--- config.mk ---
export PLATFORM = sky130hd
export DESIGN_NAME = epiu_top
export DESIGN_NICKNAME = d
export VERILOG_FILES = /design/src/common/epiu_pkg.sv /design/src/rtl/epiu_sync.sv /design/src/rtl/epiu_edge.sv /design/src/rtl/epiu_top.sv
export SDC_FILE = /design/constraint.sdc
export NUM_CORES = 1
export LEC_CHECK = 0
export ABC_AREA = 1
export ABC_CLOCK_PERIOD_IN_PS = 1470
export BUFFER_PORTS_ARGS = -buffer_cell sky130_fd_sc_hd__buf_2
export CORE_ASPECT_RATIO = 0.6
export CORE_MARGIN = 10
export CORE_UTILIZATION = 55
export CTS_BUF_LIST = sky130_fd_sc_hd__clkbuf_2
export CTS_CLUSTER_SIZE = 10
export DETAILED_ROUTE_END_ITERATION = 7
export GPL_ROUTABILITY_DRIVEN = 0
export PLACE_DENSITY = 0.86
export SYNTH_ARGS = -nofsm -noshare
export SYNTH_HDL_FRONTEND = slang
export SYNTH_SLANG_ARGS = --single-unit
--- constraint.sdc ---
create_clock -name clk -period 1.47 [get_ports clk]
set_clock_uncertainty 0.2 [all_clocks]
set_input_delay 0.294 -clock clk [delete_from_list [all_inputs] [get_ports clk]]
set_output_delay 0.294 -clock clk [all_outputs]
set_load 0.02 [all_outputs]
--- src/common/epiu_pkg.sv ---
// package: register map, field layout and reset values of the external pin interrupt unit
package epiu_pkg;
    localparam int EPIU_ADDR_W = 3;
    localparam logic [2:0] EPIU_OFS_SENSE = 3'h0;
    localparam logic [2:0] EPIU_OFS_EXT_MASK = 3'h1;
    localparam logic [2:0] EPIU_OFS_EXT_FLAGS = 3'h2;
    localparam logic [2:0] EPIU_OFS_PC_CTRL = 3'h3;
    localparam logic [2:0] EPIU_OFS_PC_FLAGS = 3'h4;
    localparam logic [2:0] EPIU_OFS_PC_MASK_HI = 3'h5;
    localparam logic [2:0] EPIU_OFS_PC_MASK_LO = 3'h6;
    localparam logic [7:0] EPIU_RST_REG = 8'h00;
    localparam int EPIU_SENSE0_POS = 0;
    localparam int EPIU_SENSE1_POS = 2;
    localparam int EPIU_SYNC_STAGES = 2;

    typedef enum logic [1:0] {
        EPIU_SENSE_LOW = 2'h0,
        EPIU_SENSE_ANY = 2'h1,
        EPIU_SENSE_FALL = 2'h2,
        EPIU_SENSE_RISE = 2'h3
    } epiu_sense_type;

    typedef struct packed {
        logic [EPIU_ADDR_W-1:0] addr;
        logic [7:0] wdata;
        logic wr;
        logic rd;
    } epiu_bus_type;

    // per-source requests towards the core: ext pin 0, ext pin 1, group 0, group 1
    typedef struct packed {
        logic group1;
        logic group0;
        logic ext1;
        logic ext0;
    } epiu_req_type;
endpackage : epiu_pkg

--- src/rtl/epiu_sync.sv ---
// two-flop synchroniser for a bank of asynchronous pins
`timescale 1ns/1ps
module epiu_sync
    import epiu_pkg::*;
#(
    parameter int WIDTH = 18
) (
    input wire logic clk,
    input wire logic rst_n,
    input wire logic [WIDTH-1:0] asyncIn,
    output logic [WIDTH-1:0] syncOut
);
    logic [WIDTH-1:0] meta_ff;
    logic [WIDTH-1:0] sync_ff;

    // first stage feeds only the second stage
    always_ff @(posedge clk or negedge rst_n) begin
        if (!rst_n) begin
            meta_ff <= '0;
            sync_ff <= '0;
        end else begin
            meta_ff <= asyncIn;
            sync_ff <= meta_ff;
        end
    end

    assign syncOut = sync_ff;
endmodule : epiu_sync

--- src/rtl/epiu_edge.sv ---
// sense decoder for one external interrupt pin
`timescale 1ns/1ps
module epiu_edge
    import epiu_pkg::*;
(
    input wire logic clk,
    input wire logic rst_n,
    input wire logic pinSync,
    input wire logic [1:0] senseMode,
    output logic edgeHit,
    output logic levelLow
);
    logic prev_ff;
    logic nxt_prev;

    always_comb begin
        nxt_prev = pinSync;
    end

    always_ff @(posedge clk or negedge rst_n) begin
        if (!rst_n) begin
            // matches the synchroniser's reset value so release gives no false falling edge
            prev_ff <= 1'b0;
        end else begin
            prev_ff <= nxt_prev;
        end
    end

    always_comb begin
        edgeHit = 1'b0;
        levelLow = 1'b0;
        case (epiu_sense_type'(senseMode))
            EPIU_SENSE_LOW: levelLow = ~pinSync;
            EPIU_SENSE_ANY: edgeHit = pinSync ^ prev_ff;
            EPIU_SENSE_FALL: edgeHit = prev_ff & ~pinSync;
            EPIU_SENSE_RISE: edgeHit = ~prev_ff & pinSync;
            default: edgeHit = 1'b0;
        endcase
    end
endmodule : epiu_edge

--- src/rtl/epiu_top.sv ---
// external pin interrupt unit: sensing, flags, masks and vector requests
//
// Contract
// - ext pin 1 request only while its enable and global interrupt bit are set.
// - ext pin 0 request only while its enable bit 0 and global bit are set.
// - two sense bits per pin pick level or rising, falling or any edge.
// - pin activity triggers even when the pin is driven as output.
// - an edge or change on an ext pin sets that pin's pending flag.
// - flag, enable and global bit together vector the core to that pin.
// - ext flag clears on service acknowledge or software write of one.
// - ext flag stays zero while the pin is level sensed.
// - group 1 requests on unmasked change of pins 15..8 with enable and global.
// - group 0 requests on unmasked change of pins 7..0 with enable and global.
// - group flag bit 1 for pins 15..8, bit 0 for pins 7..0, set on change.
// - group flag plus enables vectors; clears on acknowledge or write one.
// - upper mask bits gate pins 15..8 into group 1.
// - lower mask bits gate pins 7..0 into group 0.
// - unused bits 7..2 (7..4 for sense) read zero; flag and mask registers reset to zero.
// - sense code 00 low, 01 any change, 10 falling, 11 rising.
// - level request stays asserted while the enabled pin is held low.
// - pins are sampled before edge detection; pulses over one clock are caught.
`timescale 1ns/1ps
module epiu_top
    import epiu_pkg::*;
#(
    parameter int CHANGE_PINS = 8
) (
    input wire logic clk,
    input wire logic rst_n,
    input wire logic [EPIU_ADDR_W-1:0] regAddr,
    input wire logic [7:0] regWdata,
    input wire logic regWr,
    input wire logic regRd,
    output logic [7:0] regRdata,
    input wire logic [1:0] extPins,
    input wire logic [CHANGE_PINS-1:0] changeInputsUpper,
    input wire logic [CHANGE_PINS-1:0] changeInputsLower,
    input wire logic globalIrqEnable,
    input wire logic [3:0] irqAck,
    output logic [3:0] irqReq
);
    localparam int NPINS = 2 + 2 * CHANGE_PINS;

    epiu_bus_type bus;
    epiu_req_type reqNow;
    logic [NPINS-1:0] pinsSync;
    logic [1:0] extSync;
    logic [CHANGE_PINS-1:0] upperSync;
    logic [CHANGE_PINS-1:0] lowerSync;
    logic [1:0] extEdge;
    logic [1:0] extLevel;

    logic [3:0] sense_ff, nxt_sense;
    logic [1:0] extMask_ff, nxt_extMask;
    logic [1:0] extFlags_ff, nxt_extFlags;
    logic [1:0] pcCtrl_ff, nxt_pcCtrl;
    logic [1:0] pcFlags_ff, nxt_pcFlags;
    logic [CHANGE_PINS-1:0] pcMaskHi_ff, nxt_pcMaskHi;
    logic [CHANGE_PINS-1:0] pcMaskLo_ff, nxt_pcMaskLo;
    logic [CHANGE_PINS-1:0] upperPrev_ff, lowerPrev_ff;
    logic [7:0] rdata_ff, nxt_rdata;
    logic [3:0] req_ff, nxt_req;
    logic [1:0] groupHit;
    logic [1:0] extClr, pcClr;

    assign bus = '{addr: regAddr, wdata: regWdata, wr: regWr, rd: regRd};

    // pins are read straight from the pad, not through the port direction logic,
    // so a pin that software drives as output still triggers
    epiu_sync #(
        .WIDTH(NPINS)
    ) u_sync (
        .clk(clk),
        .rst_n(rst_n),
        .asyncIn({changeInputsUpper, changeInputsLower, extPins}),
        .syncOut(pinsSync)
    );

    assign extSync = pinsSync[1:0];
    assign lowerSync = pinsSync[CHANGE_PINS+1:2];
    assign upperSync = pinsSync[NPINS-1:CHANGE_PINS+2];

    genvar gi;
    generate
        for (gi = 0; gi < 2; gi++) begin : g_ext
            epiu_edge u_edge (
                .clk(clk),
                .rst_n(rst_n),
                .pinSync(extSync[gi]),
                .senseMode(sense_ff[2*gi+1:2*gi]),
                .edgeHit(extEdge[gi]),
                .levelLow(extLevel[gi])
            );
        end
    endgenerate

    always_ff @(posedge clk or negedge rst_n) begin
        if (!rst_n) begin
            upperPrev_ff <= '0;
            lowerPrev_ff <= '0;
        end else begin
            upperPrev_ff <= upperSync;
            lowerPrev_ff <= lowerSync;
        end
    end

    // mask bit cleared means the pin never reaches its group
    always_comb begin
        groupHit[1] = |((upperSync ^ upperPrev_ff) & pcMaskHi_ff);
        groupHit[0] = |((lowerSync ^ lowerPrev_ff) & pcMaskLo_ff);
    end

    // clears from software write-one and from the core's acknowledge
    always_comb begin
        extClr = irqAck[1:0];
        pcClr = irqAck[3:2];
        if (bus.wr && bus.addr == EPIU_OFS_EXT_FLAGS) begin
            extClr = extClr | bus.wdata[1:0];
        end
        if (bus.wr && bus.addr == EPIU_OFS_PC_FLAGS) begin
            pcClr = pcClr | bus.wdata[1:0];
        end
    end

    // register writes and flag updates; a set in the clearing cycle wins
    always_comb begin
        nxt_sense = sense_ff;
        nxt_extMask = extMask_ff;
        nxt_pcCtrl = pcCtrl_ff;
        nxt_pcMaskHi = pcMaskHi_ff;
        nxt_pcMaskLo = pcMaskLo_ff;
        if (bus.wr) begin
            case (bus.addr)
                EPIU_OFS_SENSE: nxt_sense = bus.wdata[3:0];
                EPIU_OFS_EXT_MASK: nxt_extMask = bus.wdata[1:0];
                EPIU_OFS_PC_CTRL: nxt_pcCtrl = bus.wdata[1:0];
                EPIU_OFS_PC_MASK_HI: nxt_pcMaskHi = bus.wdata[CHANGE_PINS-1:0];
                EPIU_OFS_PC_MASK_LO: nxt_pcMaskLo = bus.wdata[CHANGE_PINS-1:0];
                default: nxt_sense = sense_ff;
            endcase
        end
        for (int i = 0; i < 2; i++) begin
            nxt_extFlags[i] = extEdge[i] | (extFlags_ff[i] & ~extClr[i]);
            if (sense_ff[2*i+1 -: 2] == EPIU_SENSE_LOW) begin
                nxt_extFlags[i] = 1'b0;
            end
        end
        nxt_pcFlags = groupHit | (pcFlags_ff & ~pcClr);
    end

    // requests: level mode asks directly while the pin stays low
    always_comb begin
        reqNow.ext0 = extMask_ff[0] & globalIrqEnable
                      & (extFlags_ff[0] | extLevel[0]);
        reqNow.ext1 = extMask_ff[1] & globalIrqEnable
                      & (extFlags_ff[1] | extLevel[1]);
        reqNow.group0 = pcCtrl_ff[0] & globalIrqEnable & pcFlags_ff[0];
        reqNow.group1 = pcCtrl_ff[1] & globalIrqEnable & pcFlags_ff[1];
        // drop the request in the acknowledge cycle so it is not taken twice
        nxt_req = reqNow & ~irqAck;
    end

    // read data: unused high bits always read zero
    always_comb begin
        nxt_rdata = 8'h00;
        if (bus.rd) begin
            case (bus.addr)
                EPIU_OFS_SENSE: nxt_rdata = {4'h0, sense_ff};
                EPIU_OFS_EXT_MASK: nxt_rdata = {6'h00, extMask_ff};
                EPIU_OFS_EXT_FLAGS: nxt_rdata = {6'h00, extFlags_ff};
                EPIU_OFS_PC_CTRL: nxt_rdata = {6'h00, pcCtrl_ff};
                EPIU_OFS_PC_FLAGS: nxt_rdata = {6'h00, pcFlags_ff};
                EPIU_OFS_PC_MASK_HI: nxt_rdata = 8'(pcMaskHi_ff);
                EPIU_OFS_PC_MASK_LO: nxt_rdata = 8'(pcMaskLo_ff);
                default: nxt_rdata = 8'h00;
            endcase
        end
    end

    always_ff @(posedge clk or negedge rst_n) begin
        if (!rst_n) begin
            sense_ff <= EPIU_RST_REG[3:0];
            extMask_ff <= EPIU_RST_REG[1:0];
            extFlags_ff <= EPIU_RST_REG[1:0];
            pcCtrl_ff <= EPIU_RST_REG[1:0];
            pcFlags_ff <= EPIU_RST_REG[1:0];
            pcMaskHi_ff <= '0;
            pcMaskLo_ff <= '0;
            rdata_ff <= EPIU_RST_REG;
            req_ff <= '0;
        end else begin
            sense_ff <= nxt_sense;
            extMask_ff <= nxt_extMask;
            extFlags_ff <= nxt_extFlags;
            pcCtrl_ff <= nxt_pcCtrl;
            pcFlags_ff <= nxt_pcFlags;
            pcMaskHi_ff <= nxt_pcMaskHi;
            pcMaskLo_ff <= nxt_pcMaskLo;
            rdata_ff <= nxt_rdata;
            req_ff <= nxt_req;
        end
    end

    assign regRdata = rdata_ff;
    assign irqReq = req_ff;
endmodule : epiu_top

==> reports/qor.csv <==
metric,value,unit
die height,82.5,microns
syn_area_per_cell,10.2,sq um
peak fanout along the critical path,1,
total CTS buffers,9,
Crit Reg-Reg Endpoint,extFlags_ff[0]$_DFF_PN0_,
final cell count without fillers,545,
hpwl dp,5.68,mm
"CTS clk-pin slew, worst paths",0.25,ns
die width,124,microns
pins over their slew limit,0,
setup ws final,-0.213,ns
row count,22,
layout cells sized above 1,20.6,%
ANT nets after route,0,
initial antenna violation count,0,
GRT overflow,0,
GRT Util Overall,16.7,%
"Req. time, crit path",0.98,ns
Worst Path Arrival,1.19,ns
ys flop type,dfrtp_1,
"Slowest-stage cell, CP",dfrtp_1,
VDD IR-drop max,0.789,mV
Mapped Area,0.00358,sq mm
status,"complete, but fails checks",
CP top delay family,flip-flops,
first-pass iteration count of the detailed router,7,
crit-path max cell delay,0.46,ns
Syn-to-layout area delta,28.6,%
Post-CTS Setup Bufs,0,
final WL,8.12,mm
hold path depth,2,
slew margin rel.,54.9,%
reg-to-reg critical path startpoint,g_ext[0].u_edge.prev_ff$_DFF_PN0_,
area of the core,0.00622,sq mm
drt first-iter violations,270,
Max clock buf depth,2,
# clock sinks,94,
clock tree from TritonCTS,built,
final worst-path cycle share,114,%
Max Freq,0.594,GHz
CP cell instances,buf_6,
"FF+latch count, synth",94,
Worst Setup Start Kind,flop,
Vias,2764,
number of distinct library cells after synthesis,22,
pin count of the biggest net entering global routing,38,
vias in the first global route,2765,
Die ar.,0.0103,sq mm
Layout Utilization,74.1,%
"FFs w/ async S/R, synth",100,%
Max Cap Violations,0,
Post-synth EDFFs,0,
LEAKAGE,2.36,nW
n_diodes,0,
HP Start,extPins[1],
# DRC,0,
FF-to-FF setup slack,0.08,ns
critical path class,reg2out,
H-tree levels,3,
Critical Path Sink Type,primary output,
final hold violation count,0,
# IOs,50,
syn nets,395,
pwr dens,1140,mW/mm^2
first-pass GRT wire length,13.5,mm
Worst-Margin Slew,0.676,ns
Synth Warn #,0,
drt wl/cell,14.9,microns
NumNets Final,498,
initial core utilization,57.6,%
Buf/Inv on CP,1,
vias per cell,5.07,
post-layout min period,1.68,ns
Worst-Skew Late Latency,0.59,ns
Clock Tree Root,clkbuf_2,
# setup viols final,13,
RSZ-0062 raised after global routing,yes,
"Seq/Total Area, Yosys",65.6,%
Final TNS setup,-1.93,ns
failing checks,negative setup slack,
fillers,428,
Register-to-Register Path Depth,5,
Post-Place Cells,490,
min-delay worst type,in2reg,
Port Buf Inserts,49,
hold_ws,0.121,ns
hold worst-path end,u_sync.meta_ff[1]$_DFF_PN0_,
cell count after synthesis,353,
cell type report:
type / count / area, sq um / share of cell area [%]
clock buffers: 9 / 45.0 / 0.977
flip-flops and latches: 94 / 2350 / 51.0
multi-input cells: 208 / 1020 / 22.1
clock inverters: 7 / 95.1 / 2.06
well taps: 84 / 105 / 2.28
inverters: 44 / 165 / 3.58
repair buffers: 99 / 827 / 17.9
synth_stat cells, types with 2 or more instances:
master   count  area (sq um)
or2_2        4          25.0
nor4_1       2          12.5
nand4_1     12          75.1
nor3_4       2          32.5
buf_2        3          15.0
nand2_1     91           342
nand3_1     23           115
buf_6        2          22.5
dfrtp_1     94          2350
inv_1       42           158
o21ai_0     21           105
a21oi_1     10          50.1
ha_1         4          50.1
inv_2        2          7.51
nor2_1      26          97.6
nand2_4      2          22.5
o21ai_2      8          70.1
routing by layer:
layer | vias up | routed length (microns) | GRT usage [%]
li1 | 1333 | - | -
met1 | 1271 | 3640 | 20.3
met2 | 130 | 3530 | 25.8
met3 | 30 | 803 | 8.33
met4 | 0 | 146 | 5.09
met5 | - | 0 | 0
worst max path at each step:
| stage | start | end | slack, ns | depth (start not counted) |
|---|---|---|---|---|
| 6_report | regRdata[2]$_DFF_PN0_ | regRdata[2] | -0.21 | 1 |
| 3_3_place_gp | regAddr[0] | pcFlags_ff[1]$_DFF_PN0_ | -0.06 | 8 |
| 4_1_cts | regRdata[2]$_DFF_PN0_ | regRdata[2] | -0.25 | 1 |
| 2_1_floorplan | regAddr[1] | pcMaskHi_ff[0]$_DFFE_PN0P_ | 0.01 | 6 |
| 3_5_place_dp | regAddr[0] | pcFlags_ff[1]$_DFF_PN0_ | -0.04 | 8 |
| 5_1_grt | regRdata[7]$_DFF_PN0_ | regRdata[7] | -0.31 | 1 |
repair_timing:
action / CTS / global route
endpoints found under the hold margin: 152 / 0
endpoints found under the setup margin: 12 / 30
hold buffers: 39 / 0
resized for setup: 24 / 3
flip-flops by register name, summed over array words and instances (netlist names), 4 cells and up:
signal / count
pcMaskHi_ff: 8
upperPrev_ff: 8
irqReq: 4
u_sync.syncOut: 18
regRdata: 8
lowerPrev_ff: 8
pcMaskLo_ff: 8
u_sync.meta_ff: 18
sense_ff: 4
report_power, final:
group          internal, mW  leakage (nW)  switching [mW]
logic                 0.347          1.14           0.419
registers              2.83          1.14           0.208
clock network         0.570        0.0843           0.863
total                  3.75          2.36            1.49
cell families after synthesis:
group	after synthesis	share of synthesized area [%]
simple gates	164	20.6
flops	94	65.6
buf+inv	51	5.97
compound gates	40	6.42
fa+ha+maj	4	1.40
stage by stage:
stage	power (mW)	worst slack [ns]	cell area, sq um
after floorplan	3.40	0.0111	3580
after global placement	3.67	-0.0639	4000
after detailed placement	3.72	-0.0423	4000
after CTS	5.26	-0.253	4600
after global routing	5.51	-0.313	4610
final	5.24	-0.213	4610
layout by cell type, fill, tap and decap left out, types with 2 or more instances in the layout:
cell type	netlist	layout
dfrtp_1	94	94
nand2_1	91	91
inv_1	42	42
dlygate4sd3_1	0	38
buf_2	3	36
nor2_1	26	25
nand3_1	23	23
o21ai_0	21	21
buf_6	2	13
nand4_1	12	12
a21oi_1	10	10
clkbuf_2	0	9
buf_4	1	9
o21ai_2	8	8
or2_2	4	4
ha_1	4	4
inv_2	2	2
nor3_4	2	2
nor4_1	2	2
nand2_4	2	2
bufinv_16	0	2
inv_6	0	2
buf_12	0	2
Note: power is estimated with default switching activity, not from simulation.
